<file path="config.mk">
export PLATFORM = sky130hd
export DESIGN_NAME = qiop_port
export DESIGN_NICKNAME = d
export VERILOG_FILES = /design/src/hw/qiop_pkg.sv /design/src/hw/qiop_port.sv
export SDC_FILE = /design/constraint.sdc
export NUM_CORES = 1
export LEC_CHECK = 0
export ABC_AREA = 1
export BUFFER_PORTS_ARGS = -buffer_cell sky130_fd_sc_hd__buf_4
export CAP_MARGIN = 25
export CORE_ASPECT_RATIO = 0.5
export CORE_MARGIN = 8
export CORE_UTILIZATION = 47
export DETAILED_ROUTE_END_ITERATION = 16
export HOLD_SLACK_MARGIN = 0.08
export PLACE_DENSITY = 0.82
export SETUP_SLACK_MARGIN = 0.5
export SYNTH_ARGS = -nofsm -noshare
export SYNTH_HDL_FRONTEND = slang
export SYNTH_SLANG_ARGS = --single-unit
</file>
<file path="constraint.sdc">
create_clock -name CLK -period 3.5 [get_ports CLK]
set_input_delay 0.7 -clock CLK [delete_from_list [all_inputs] [get_ports CLK]]
set_output_delay 0.7 -clock CLK [all_outputs]
set_load 0.05 [all_outputs]
</file>
<file path="src/hw/qiop_pkg.sv">
// Package with register map, reset values and types of the quad and octal port block.
package qiop_pkg;

    // Register indices; the byte address on the bus is four times the index.
    localparam logic [15:0] QUAD_PORT_OUTPUT_DATA_IDX = 16'hFFDD;
    localparam logic [15:0] INPUT_PORT_PIN_LEVELS_IDX = 16'hFFDE;
    localparam logic [15:0] QUAD_PORT_DIRECTION_IDX   = 16'hFFED;

    // Values after reset and fixed read patterns.
    localparam logic [7:0]  QUAD_DATA_RESET     = 8'hF0;
    localparam logic [7:0]  QUAD_DIR_RESET      = 8'hF0;
    localparam logic [7:0]  QUAD_UNUSED_ONES    = 8'hF0;
    localparam logic [7:0]  DIR_READ_VALUE      = 8'hFF;
    localparam logic [3:0]  SEG_SELECT_GPIO     = 4'h0;
    localparam logic [3:0]  ADC_CH_FIRST        = 4'h4;
    localparam logic [3:0]  ADC_CH_LAST         = 4'hB;
    localparam logic [31:0] APB_READ_DEFAULT    = 32'h0000_0000;

    // Drive state of the four shared pins.
    typedef struct packed {
        logic [3:0] level;
        logic [3:0] oe_n;
    } qiop_drive_t;

    // Bus answer computed in the setup cycle.
    typedef struct packed {
        logic [31:0] rdata;
        logic        err;
    } qiop_answer_t;

    // Byte address of a register index.
    function automatic logic [31:0] qiop_addr(input logic [15:0] idx);
        qiop_addr = {14'h0000, idx, 2'b00};
    endfunction : qiop_addr

endpackage : qiop_pkg

</file>
<file path="src/hw/qiop_port.sv">
// Quad bidirectional port and octal input-only port with an APB register slave.
//
// Functional notes
// - Data register bits 3:0, upper bits read one.
// - Output pin reads back latched data bit.
// - Input pin reads current pin level.
// - Data register resets to F0.
// - Direction one is output, zero input.
// - Port settings act only in GPIO function.
// - Direction register resets to F0, inputs.
// - Direction register write-only, reads all ones.
// - Segment select zero GPIO, else LCD common.
// - Hi-Z reset/standby, hold in sleep.
// - Second port: eight input-only pins.
// - Input port read-only, returns pin levels.
// - Analog-selected input pin reads zero.
// - Data and direction registers at fixed addresses.
`timescale 1ns/10ps
`default_nettype none

module qiop_port
    import qiop_pkg::*;
(
    input  wire logic        CLK,
    input  wire logic        RESET,
    input  wire logic        PSEL,
    input  wire logic        PENABLE,
    input  wire logic        PWRITE,
    input  wire logic [31:0] PADDR,
    input  wire logic [31:0] PWDATA,
    output logic      [31:0] PRDATA,
    output logic             PREADY,
    output logic             PSLVERR,
    input  wire logic [3:0]  QUAD_PIN_IN,
    output logic      [3:0]  QUAD_PIN_OUT,
    output logic      [3:0]  QUAD_PIN_OE_N,
    input  wire logic [7:0]  INPUT_PIN_IN,
    input  wire logic [3:0]  SEGMENT_SELECT_FIELD,
    input  wire logic [3:0]  LCD_COMMON,
    input  wire logic [3:0]  ADC_CHANNEL_SELECT,
    input  wire logic        SLEEP,
    input  wire logic        STANDBY
);

    logic [3:0]   quad_meta_q;
    logic [3:0]   quad_sync_q;
    logic [7:0]   in_meta_q;
    logic [7:0]   in_sync_q;
    logic [3:0]   data_q;
    logic [3:0]   data_d;
    logic [3:0]   dir_q;
    logic [3:0]   dir_d;
    qiop_drive_t  drive_q;
    qiop_drive_t  drive_d;
    qiop_answer_t ans_q;
    qiop_answer_t ans_d;

    // Pins arrive from outside the clock domain; only the second stage is read.
    always_ff @(posedge CLK or posedge RESET) begin
        if (RESET) begin
            quad_meta_q <= 4'h0;
            quad_sync_q <= 4'h0;
            in_meta_q   <= 8'h00;
            in_sync_q   <= 8'h00;
        end else begin
            quad_meta_q <= QUAD_PIN_IN;
            quad_sync_q <= quad_meta_q;
            in_meta_q   <= INPUT_PIN_IN;
            in_sync_q   <= in_meta_q;
        end
    end

    // Address decode, one wire per register.
    wire setup_phase = PSEL & ~PENABLE;
    wire access_phase = PSEL & PENABLE;
    wire hit_data = (PADDR == qiop_addr(QUAD_PORT_OUTPUT_DATA_IDX));
    wire hit_dir = (PADDR == qiop_addr(QUAD_PORT_DIRECTION_IDX));
    wire hit_in = (PADDR == qiop_addr(INPUT_PORT_PIN_LEVELS_IDX));
    wire wr_data = access_phase & PWRITE & hit_data;
    wire wr_dir = access_phase & PWRITE & hit_dir;

    // Writes to the read-only input port and unmapped addresses are refused with an error; direction register reads are not.
    wire bad_access = ~(hit_data | hit_dir | (hit_in & ~PWRITE));

    // Readback mixes latched data for outputs and live pin levels for inputs.
    wire [3:0] quad_read = (dir_q & data_q) | (~dir_q & quad_sync_q);

    // Analog channels map onto input pins in code order; a claimed pin reads zero.
    wire       adc_claims = (ADC_CHANNEL_SELECT >= ADC_CH_FIRST) && (ADC_CHANNEL_SELECT <= ADC_CH_LAST);
    wire [2:0] adc_pin = 3'(ADC_CHANNEL_SELECT - ADC_CH_FIRST);
    wire [7:0] adc_mask = adc_claims ? (8'h01 << adc_pin) : 8'h00;
    wire [7:0] in_read = in_sync_q & ~adc_mask;

    wire [7:0] read_byte = hit_data ? (QUAD_UNUSED_ONES | {4'h0, quad_read}) :
                           hit_dir  ? DIR_READ_VALUE :
                           hit_in   ? in_read : 8'h00;

    assign ans_d.rdata = setup_phase ? ((bad_access | PWRITE) ? APB_READ_DEFAULT : {24'h00_0000, read_byte})
                                     : ans_q.rdata;
    assign ans_d.err   = setup_phase ? bad_access : ans_q.err;
    assign data_d      = wr_data ? PWDATA[3:0] : data_q;
    assign dir_d       = wr_dir ? PWDATA[3:0] : dir_q;

    // Pin function: general port when the segment field is zero, LCD common otherwise.
    wire       gpio_mode = (SEGMENT_SELECT_FIELD == SEG_SELECT_GPIO);
    wire [3:0] run_level = gpio_mode ? data_q : LCD_COMMON;
    wire [3:0] run_oe_n = gpio_mode ? ~dir_q : 4'h0;

    // Sleep freezes the last drive; standby floats the pins like reset does.
    assign drive_d.level = SLEEP ? drive_q.level : run_level;
    assign drive_d.oe_n  = STANDBY ? 4'hF : (SLEEP ? drive_q.oe_n : run_oe_n);

    always_ff @(posedge CLK or posedge RESET) begin
        if (RESET) begin
            data_q  <= QUAD_DATA_RESET[3:0];
            dir_q   <= QUAD_DIR_RESET[3:0];
            drive_q <= {4'h0, 4'hF};
            ans_q   <= {APB_READ_DEFAULT, 1'b0};
        end else begin
            data_q  <= data_d;
            dir_q   <= dir_d;
            drive_q <= drive_d;
            ans_q   <= ans_d;
        end
    end

    // Zero wait states: the answer computed in setup stands through the access phase.
    assign PREADY        = access_phase;
    assign PRDATA        = ans_q.rdata;
    assign PSLVERR       = access_phase & ans_q.err;
    assign QUAD_PIN_OUT  = drive_q.level;
    assign QUAD_PIN_OE_N = drive_q.oe_n;
endmodule : qiop_port

`default_nettype wire

</file>
==> results of run 1 <==
-- critical path: cells and delay by family --
family	cells	cell delay (ns)
and+or+nand+nor	2	0.17
buffers and inverters	2	0.29
-- cell type report --
cell class | instances | area share [%]
flip-flops and latches | 49 | 40.0
clock inverters | 3 | 0.935
repair buffers | 85 | 21.1
inverters | 42 | 5.12
multi-input cells | 186 | 27.7
well taps | 70 | 2.85
clock buffers | 5 | 2.24
-- registers in the layout (all words and copies together), names as in the netlist --
| name | cells |
|---|---|
| ans_q | 1 |
| quad_sync_q | 4 |
| quad_meta_q | 4 |
| in_sync_q | 8 |
| dir_q | 4 |
| in_meta_q | 8 |
| QUAD_PIN_OUT | 4 |
| PRDATA | 8 |
| data_q | 4 |
| QUAD_PIN_OE_N | 4 |
-- cells by family (layout without fill, tap and decap cells) --
family,after synthesis,in the layout,share of synthesized area [%]
other,1,24,0.155
and+or+nand+nor,133,133,23.8
AOI/OAI and AO/OA,25,25,6.22
DFF,49,49,51.0
muxes,4,4,1.66
buffers and inverters,77,135,17.2
-- through the flow --
stage               instance area (sq um)  util [%]  setup WS [ns]  hold WS, ns  std cells
floorplan                            2500         -           1.39        0.331        312
global placement                     2960      60.0           1.46        0.334        431
detailed placement                   2960      60.0           1.40        0.335        431
CTS                                  3060      62.0           1.63        0.357        439
global route                         3080      62.4           1.54        0.228        440
finish                               3080      62.4           1.64        0.245        440
-- report_power, final --
group / internal [mW] / total (mW) / switching, mW
combinational: 0.0754 / 0.220 / 0.145
sequential: 0.590 / 0.598 / 0.00811
clock: 0.149 / 0.345 / 0.196
total: 0.815 / 1.16 / 0.348
-- path summary, 6_finish.rpt --
check	start	end	slack (ns)	depth (start not counted)
min in group CLK	in_meta_q[4]	in_sync_q[4]	0.35	0
max in group asynchronous	RESET	QUAD_PIN_OE_N[1]	2.78	3
hold reg to reg	in_meta_q[4]	in_sync_q[4]	0.35	0
setup / recovery	PSEL	PSLVERR	1.64	4
setup reg to reg	dir_q[2]	PRDATA[2]	2.38	6
hold / removal	RESET	quad_meta_q[1]	0.25	2
-- cells in the final DEF (no fill, tap or decap), drive strengths merged --
| cell | n |
|---|---|
| buf | 85 |
| nand2 | 81 |
| dfrtp | 45 |
| inv | 44 |
| nor2 | 29 |
| conb | 24 |
| nand3 | 15 |
| o21ai | 8 |
| nand4 | 8 |
| a21oi | 5 |
| clkbuf | 5 |
| dfstp | 4 |
| a21boi | 4 |
| o31ai | 4 |
| a31oi | 4 |
| mux2i | 4 |
| clkinv | 1 |
-- metal layers --
| metal | part of all wire (%) | vias to the layer above | global-route usage [%] | wire length (um) |
|---|---|---|---|---|
| li1 | - | 999 | - | - |
| met1 | 43 | 874 | 16.6 | 2350 |
| met2 | 48 | 87 | 23.7 | 2620 |
| met3 | 8.0 | 5 | 4.55 | 435 |
| met4 | 1.0 | 0 | 4.80 | 57 |
| met5 | 0 | - | 0 | 0 |
==> results.py, run 1 <==
metrics = {
    "route": {
        "dr.first_iter.drc_count": 133,
        "viasPerCell": 4.47,
        "via_count": 1965,
        "drt_wl_total_mm": 5.45,
        "drtAntennaViolNets": 0,
        "remaining_drc_errors": 0,
        "firstDrtPassIters": 4,
        "wl_per_cell_um": 12.4,
    },
    "timing": {
        "fin_setup_tns_ns": 0,
        "clock_skew_ns": 0.00917,
        "setup_viol_count_final": 0,
        "rsz0062_at_grt": "false",
        "hold_viol_final": 0,
        "relSlewSlack_pct": 57.3,
        "period_share_pct": 53.1,
        "tightest_slew_ns": 0.638,
        "fmax_mhz": 538,
        "maxSlewViolCount": 0,
        "period_needed_ns": 1.86,
    },
    "logic_synthesis": {
        "synth_common_cells": "76 x nand2_1, 45 x dfrtp_1, 41 x inv_1",
        "postSynthAreaPerCell_sq_um": 8.35,
        "ys_warn_count": 0,
        "synth_seq_cells": 49,
        "ys_seq_area_share_pct": 51.0,
        "ys_top_cells_by_area": "dfrtp_1 47%, nand2_1 12%, buf_4 10%, inv_1 6.4%, dfstp_2 4.4%",
        "synth-main-ff-cell": "dfrtp_1",
        "syn_inst": 289,
        "synth_top_area_share_pct": 46.7,
        "netlist-cell-type-count": 20,
        "synth-async-reset-ratio_pct": 100,
        "syn_area_sq_mm": 0.00241,
        "synth_edf_count": 0,
        "yosys.area.top_type": "dfrtp_1",
        "synth_most_common_cell": "nand2_1",
    },
    "placement": {
        "dp_hpwl_mm": 4.45,
        "gp_congestion": 0.824,
        "portBuffers": 84,
    },
    "clock_network": {
        "clk_latency_ns": 0.30,
        "clockBufferDepth": 2,
        "cts_tree": "built",
        "cts.clk_slew.worst_paths_ns": 0.09,
        "clock-sinks": 49,
        "numCtsBuffers": 5,
        "root_buffer": "clkbuf_8",
        "cts_setup_buffers": 0,
        "cts.htree.levels": 2,
        "cts_hold_buf": 0,
        "cts_resized": 0,
    },
    "floorplanning": {
        "num_io_pins": 137,
        "row_count": 18,
        "start_util_pct": 48.9,
        "dieArea_sq_mm": 0.00782,
        "fp.dieW_um": 117,
        "chipHeight_um": 66.7,
        "coreArea_sq_mm": 0.00493,
    },
    "finish": {
        "ff_latch_area_sq_mm": 0.00123,
        "nets": 464,
        "multi_input_area_sq_um": 853,
        "syn_to_final_growth_pct": 27.6,
        "n_antenna_cell": 0,
        "fillers": 406,
        "drive_gt1_share_pct": 28.9,
    },
    "worst_setup_path": {
        "critPathMaxStageDelay_ns": 0.20,
        "crit_path_cell_trace": "buf_4 -> nand2_1 -> nor2_1 -> buf_4",
        "cp-start-kind": "input port",
        "cp.arrival_ns": 1.16,
        "cp_slowest_cell": "buf_4",
        "cp_common_cell": "buf_4",
        "cp_max_fo": 3,
        "worstPathRequired_ns": 2.80,
        "critical_path_class": "in -> out",
        "end_kind": "output pin",
    },
    "power": {
        "peakVddDrop_uv": 281,
        "power.leakage_nw": 1.71,
        "powerDensity_mw_per_mm2": 378,
        "finalPower_mw": 1.16,
    },
    "min_path": {
        "min_path_type": "in -> async",
    },
    "run_status": {
        "status": "completed",
    },
    "global_routing": {
        "grt_max_degree": 50,
        "grt_pass1_vias": 1937,
        "grt_usage_pct": 13.9,
        "antenna_found_initial": 0,
        "grt.overflow.total": 0,
        "grt_pass1_wl_mm": 8.85,
    },
    "job": {
        "cap_viol_max_count": 0,
    },
}
Note: power is estimated with default switching activity, not from simulation.
==> run 2, diff against run 1 <==
- ABC_AREA: 1 -> 0
- CORE_UTILIZATION: 47 -> 43
- PLACE_DENSITY: 0.82 -> 0.77
- clock period: 3.5 -> 1.8 ns (I/O delays scaled with it)
==> results.py, run 2 <==
metrics = {
    "timing": {
        "hold_viol_final": 0,
        "rsz0062_at_grt": "true",
        "maxSlewViolCount": 0,
        "tightest_slew_ns": 0.500,
        "setup_viol_count_final": 0,
        "clock_skew_ns": 0.00424,
        "relSlewSlack_pct": 66.6,
        "fin_setup_tns_ns": 0,
        "holdWs_ns": 0.0924,
        "fmax_mhz": 641,
        "period_needed_ns": 1.56,
        "period_share_pct": 86.6,
    },
    "job": {
        "cap_viol_max_count": 0,
    },
    "worst_setup_path": {
        "cp_max_fo": 4,
        "r2r-start": "dir_q[2]",
        "end_kind": "register",
        "critical_path_class": "in -> reg",
        "startpoint": "PADDR[20]",
        "worstPathRequired_ns": 1.99,
        "cp-start-kind": "input port",
        "cp.arrival_ns": 1.74,
    },
    "placement": {
        "portBuffers": 84,
        "gp_congestion": 0.756,
        "dp_hpwl_mm": 4.44,
        "placed_area_sq_mm": 0.00291,
    },
    "power": {
        "power.leakage_nw": 1.55,
        "powerDensity_mw_per_mm2": 750,
        "finalPower_mw": 2.42,
        "peakVddDrop_uv": 429,
    },
    "global_routing": {
        "antenna_found_initial": 0,
        "grt.overflow.total": 0,
        "grt_usage_pct": 14.4,
        "grt_max_degree": 23,
        "grt_pass1_wl_mm": 9.10,
        "grt_pass1_vias": 1876,
    },
    "route": {
        "viasPerCell": 4.82,
        "dr.first_iter.drc_count": 56,
        "via_count": 1717,
        "drt_wl_total_mm": 5.70,
        "wl_per_cell_um": 16.0,
        "firstDrtPassIters": 4,
        "remaining_drc_errors": 0,
        "drtAntennaViolNets": 0,
    },
    "finish": {
        "syn_to_final_growth_pct": 42.0,
        "nets": 380,
        "mostFrequentLayoutCells": "86 x buf_4, 45 x dfrtp_1, 24 x conb_1",
        "final_util_pct": 64.5,
        "drive_gt1_share_pct": 46.5,
        "n_antenna_cell": 0,
        "layout.cells.most_common": "buf_4",
        "final_cell_area_sq_mm": 0.00323,
        "fillers": 373,
    },
    "min_path": {
        "min_path_type": "in -> async",
    },
    "run_status": {
        "status": "completed",
    },
    "logic_synthesis": {
        "synth-main-ff-cell": "dfrtp_1",
        "synth_common_cells": "45 x dfrtp_1, 32 x buf_4, 16 x o21ai_0",
        "synth-async-reset-ratio_pct": 100,
        "syn_area_sq_mm": 0.00227,
        "synth_most_common_cell": "dfrtp_1",
        "yosys.area.top_type": "dfrtp_1",
        "postSynthAreaPerCell_sq_um": 11.8,
        "ys_seq_area_share_pct": 54.2,
        "netlist-cell-type-count": 38,
        "ys_top_cells_by_area": "dfrtp_1 50%, buf_4 11%, dfstp_2 4.6%, mux2_2 4.0%, mux2i_1 3.5%",
        "ys_warn_count": 0,
        "syn_inst": 192,
        "synth_top_area_share_pct": 49.6,
        "synth_seq_cells": 49,
        "synth_edf_count": 0,
    },
    "clock_network": {
        "clock-sinks": 49,
        "clk_latency_ns": 0.30,
        "cts_hold_buf": 0,
        "cts.htree.levels": 2,
        "clockBufferDepth": 2,
        "numCtsBuffers": 5,
        "cts_tree": "built",
        "root_buffer": "clkbuf_8",
        "cts.clk_slew.worst_paths_ns": 0.08,
    },
    "floorplanning": {
        "start_util_pct": 45.4,
        "chipHeight_um": 67.4,
        "dieArea_sq_mm": 0.00800,
        "row_count": 18,
        "fp.dieW_um": 119,
        "coreArea_sq_mm": 0.00500,
        "num_io_pins": 137,
    },
}
[run 2: repair_timing]
action / in CTS / in global routing
buffers inserted: 4 / 2
gates cloned: 0 / 0
endpoints found under the setup margin: 21 / 21
resized for setup: 31 / 3
pin swaps: 8 / 2
[run 2: cell type report]
class                           instances  area [sq um]  area share (%)
Timing Repair Buffer                  100           831            25.8
Clock buffer                            7          86.3            2.68
Multi-Input combinational cell        127           948            29.4
Inverter                                2          11.3           0.349
Sequential cell                        49          1230            38.2
Tap cell                               70          87.6            2.72
Clock inverter                          1          30.0           0.931
[run 2: worst max-delay path, stage by stage]
cell and delay, ns:
buf_6 0.10, nor4bb_4 0.26, nand4_1 0.14, buf_6 0.15, nor4_4 0.26, buf_6 0.17
mux2_4 0.30
[run 2: report_power, final]
group | internal [mW] | total [mW] | switching, mW
combinational | 0.177 | 0.465 | 0.288
clock | 0.453 | 0.790 | 0.338
sequential | 1.15 | 1.16 | 0.0172
total | 1.78 | 2.42 | 0.643
[run 2: worst paths after layout]
check                            endpoint  slack (ns)  cells past startpoint
max                             data_q[0]        0.24                      7
min                              dir_q[3]        0.09                      2
max reg2reg                     PRDATA[2]        0.58                      4
min reg2reg                quad_sync_q[0]        0.35                      0
max in group asynchronous       data_q[1]        1.24                      3
min in group CLK             in_meta_q[2]        0.17                      1
[run 2: stage by stage]
stage	instances	setup WS, ns
2_1_floorplan	215	0.0170
3_3_place_gp	342	-0.161
3_5_place_dp	342	-0.178
4_1_cts	354	0.245
5_1_grt	356	0.187
6_report	356	0.241
[run 2: cell families after synthesis]
| logic type | Yosys count | synth area share (%) |
|---|---|---|
| simple gates | 50 | 16.3 |
| flops | 49 | 54.2 |
| buf+inv | 39 | 11.7 |
| compound gates | 36 | 9.70 |
| mux | 16 | 7.49 |
| xor+xnor | 1 | 0.386 |
| other cells | 1 | 0.165 |
[run 2: metal layers]
layer | up-vias | routed length, um | GRT usage, %
met5 | - | 0 | 0
met4 | 0 | 78 | 6.08
met3 | 6 | 433 | 5.91
met2 | 66 | 3020 | 27.2
met1 | 828 | 2170 | 14.3
li1 | 817 | - | -
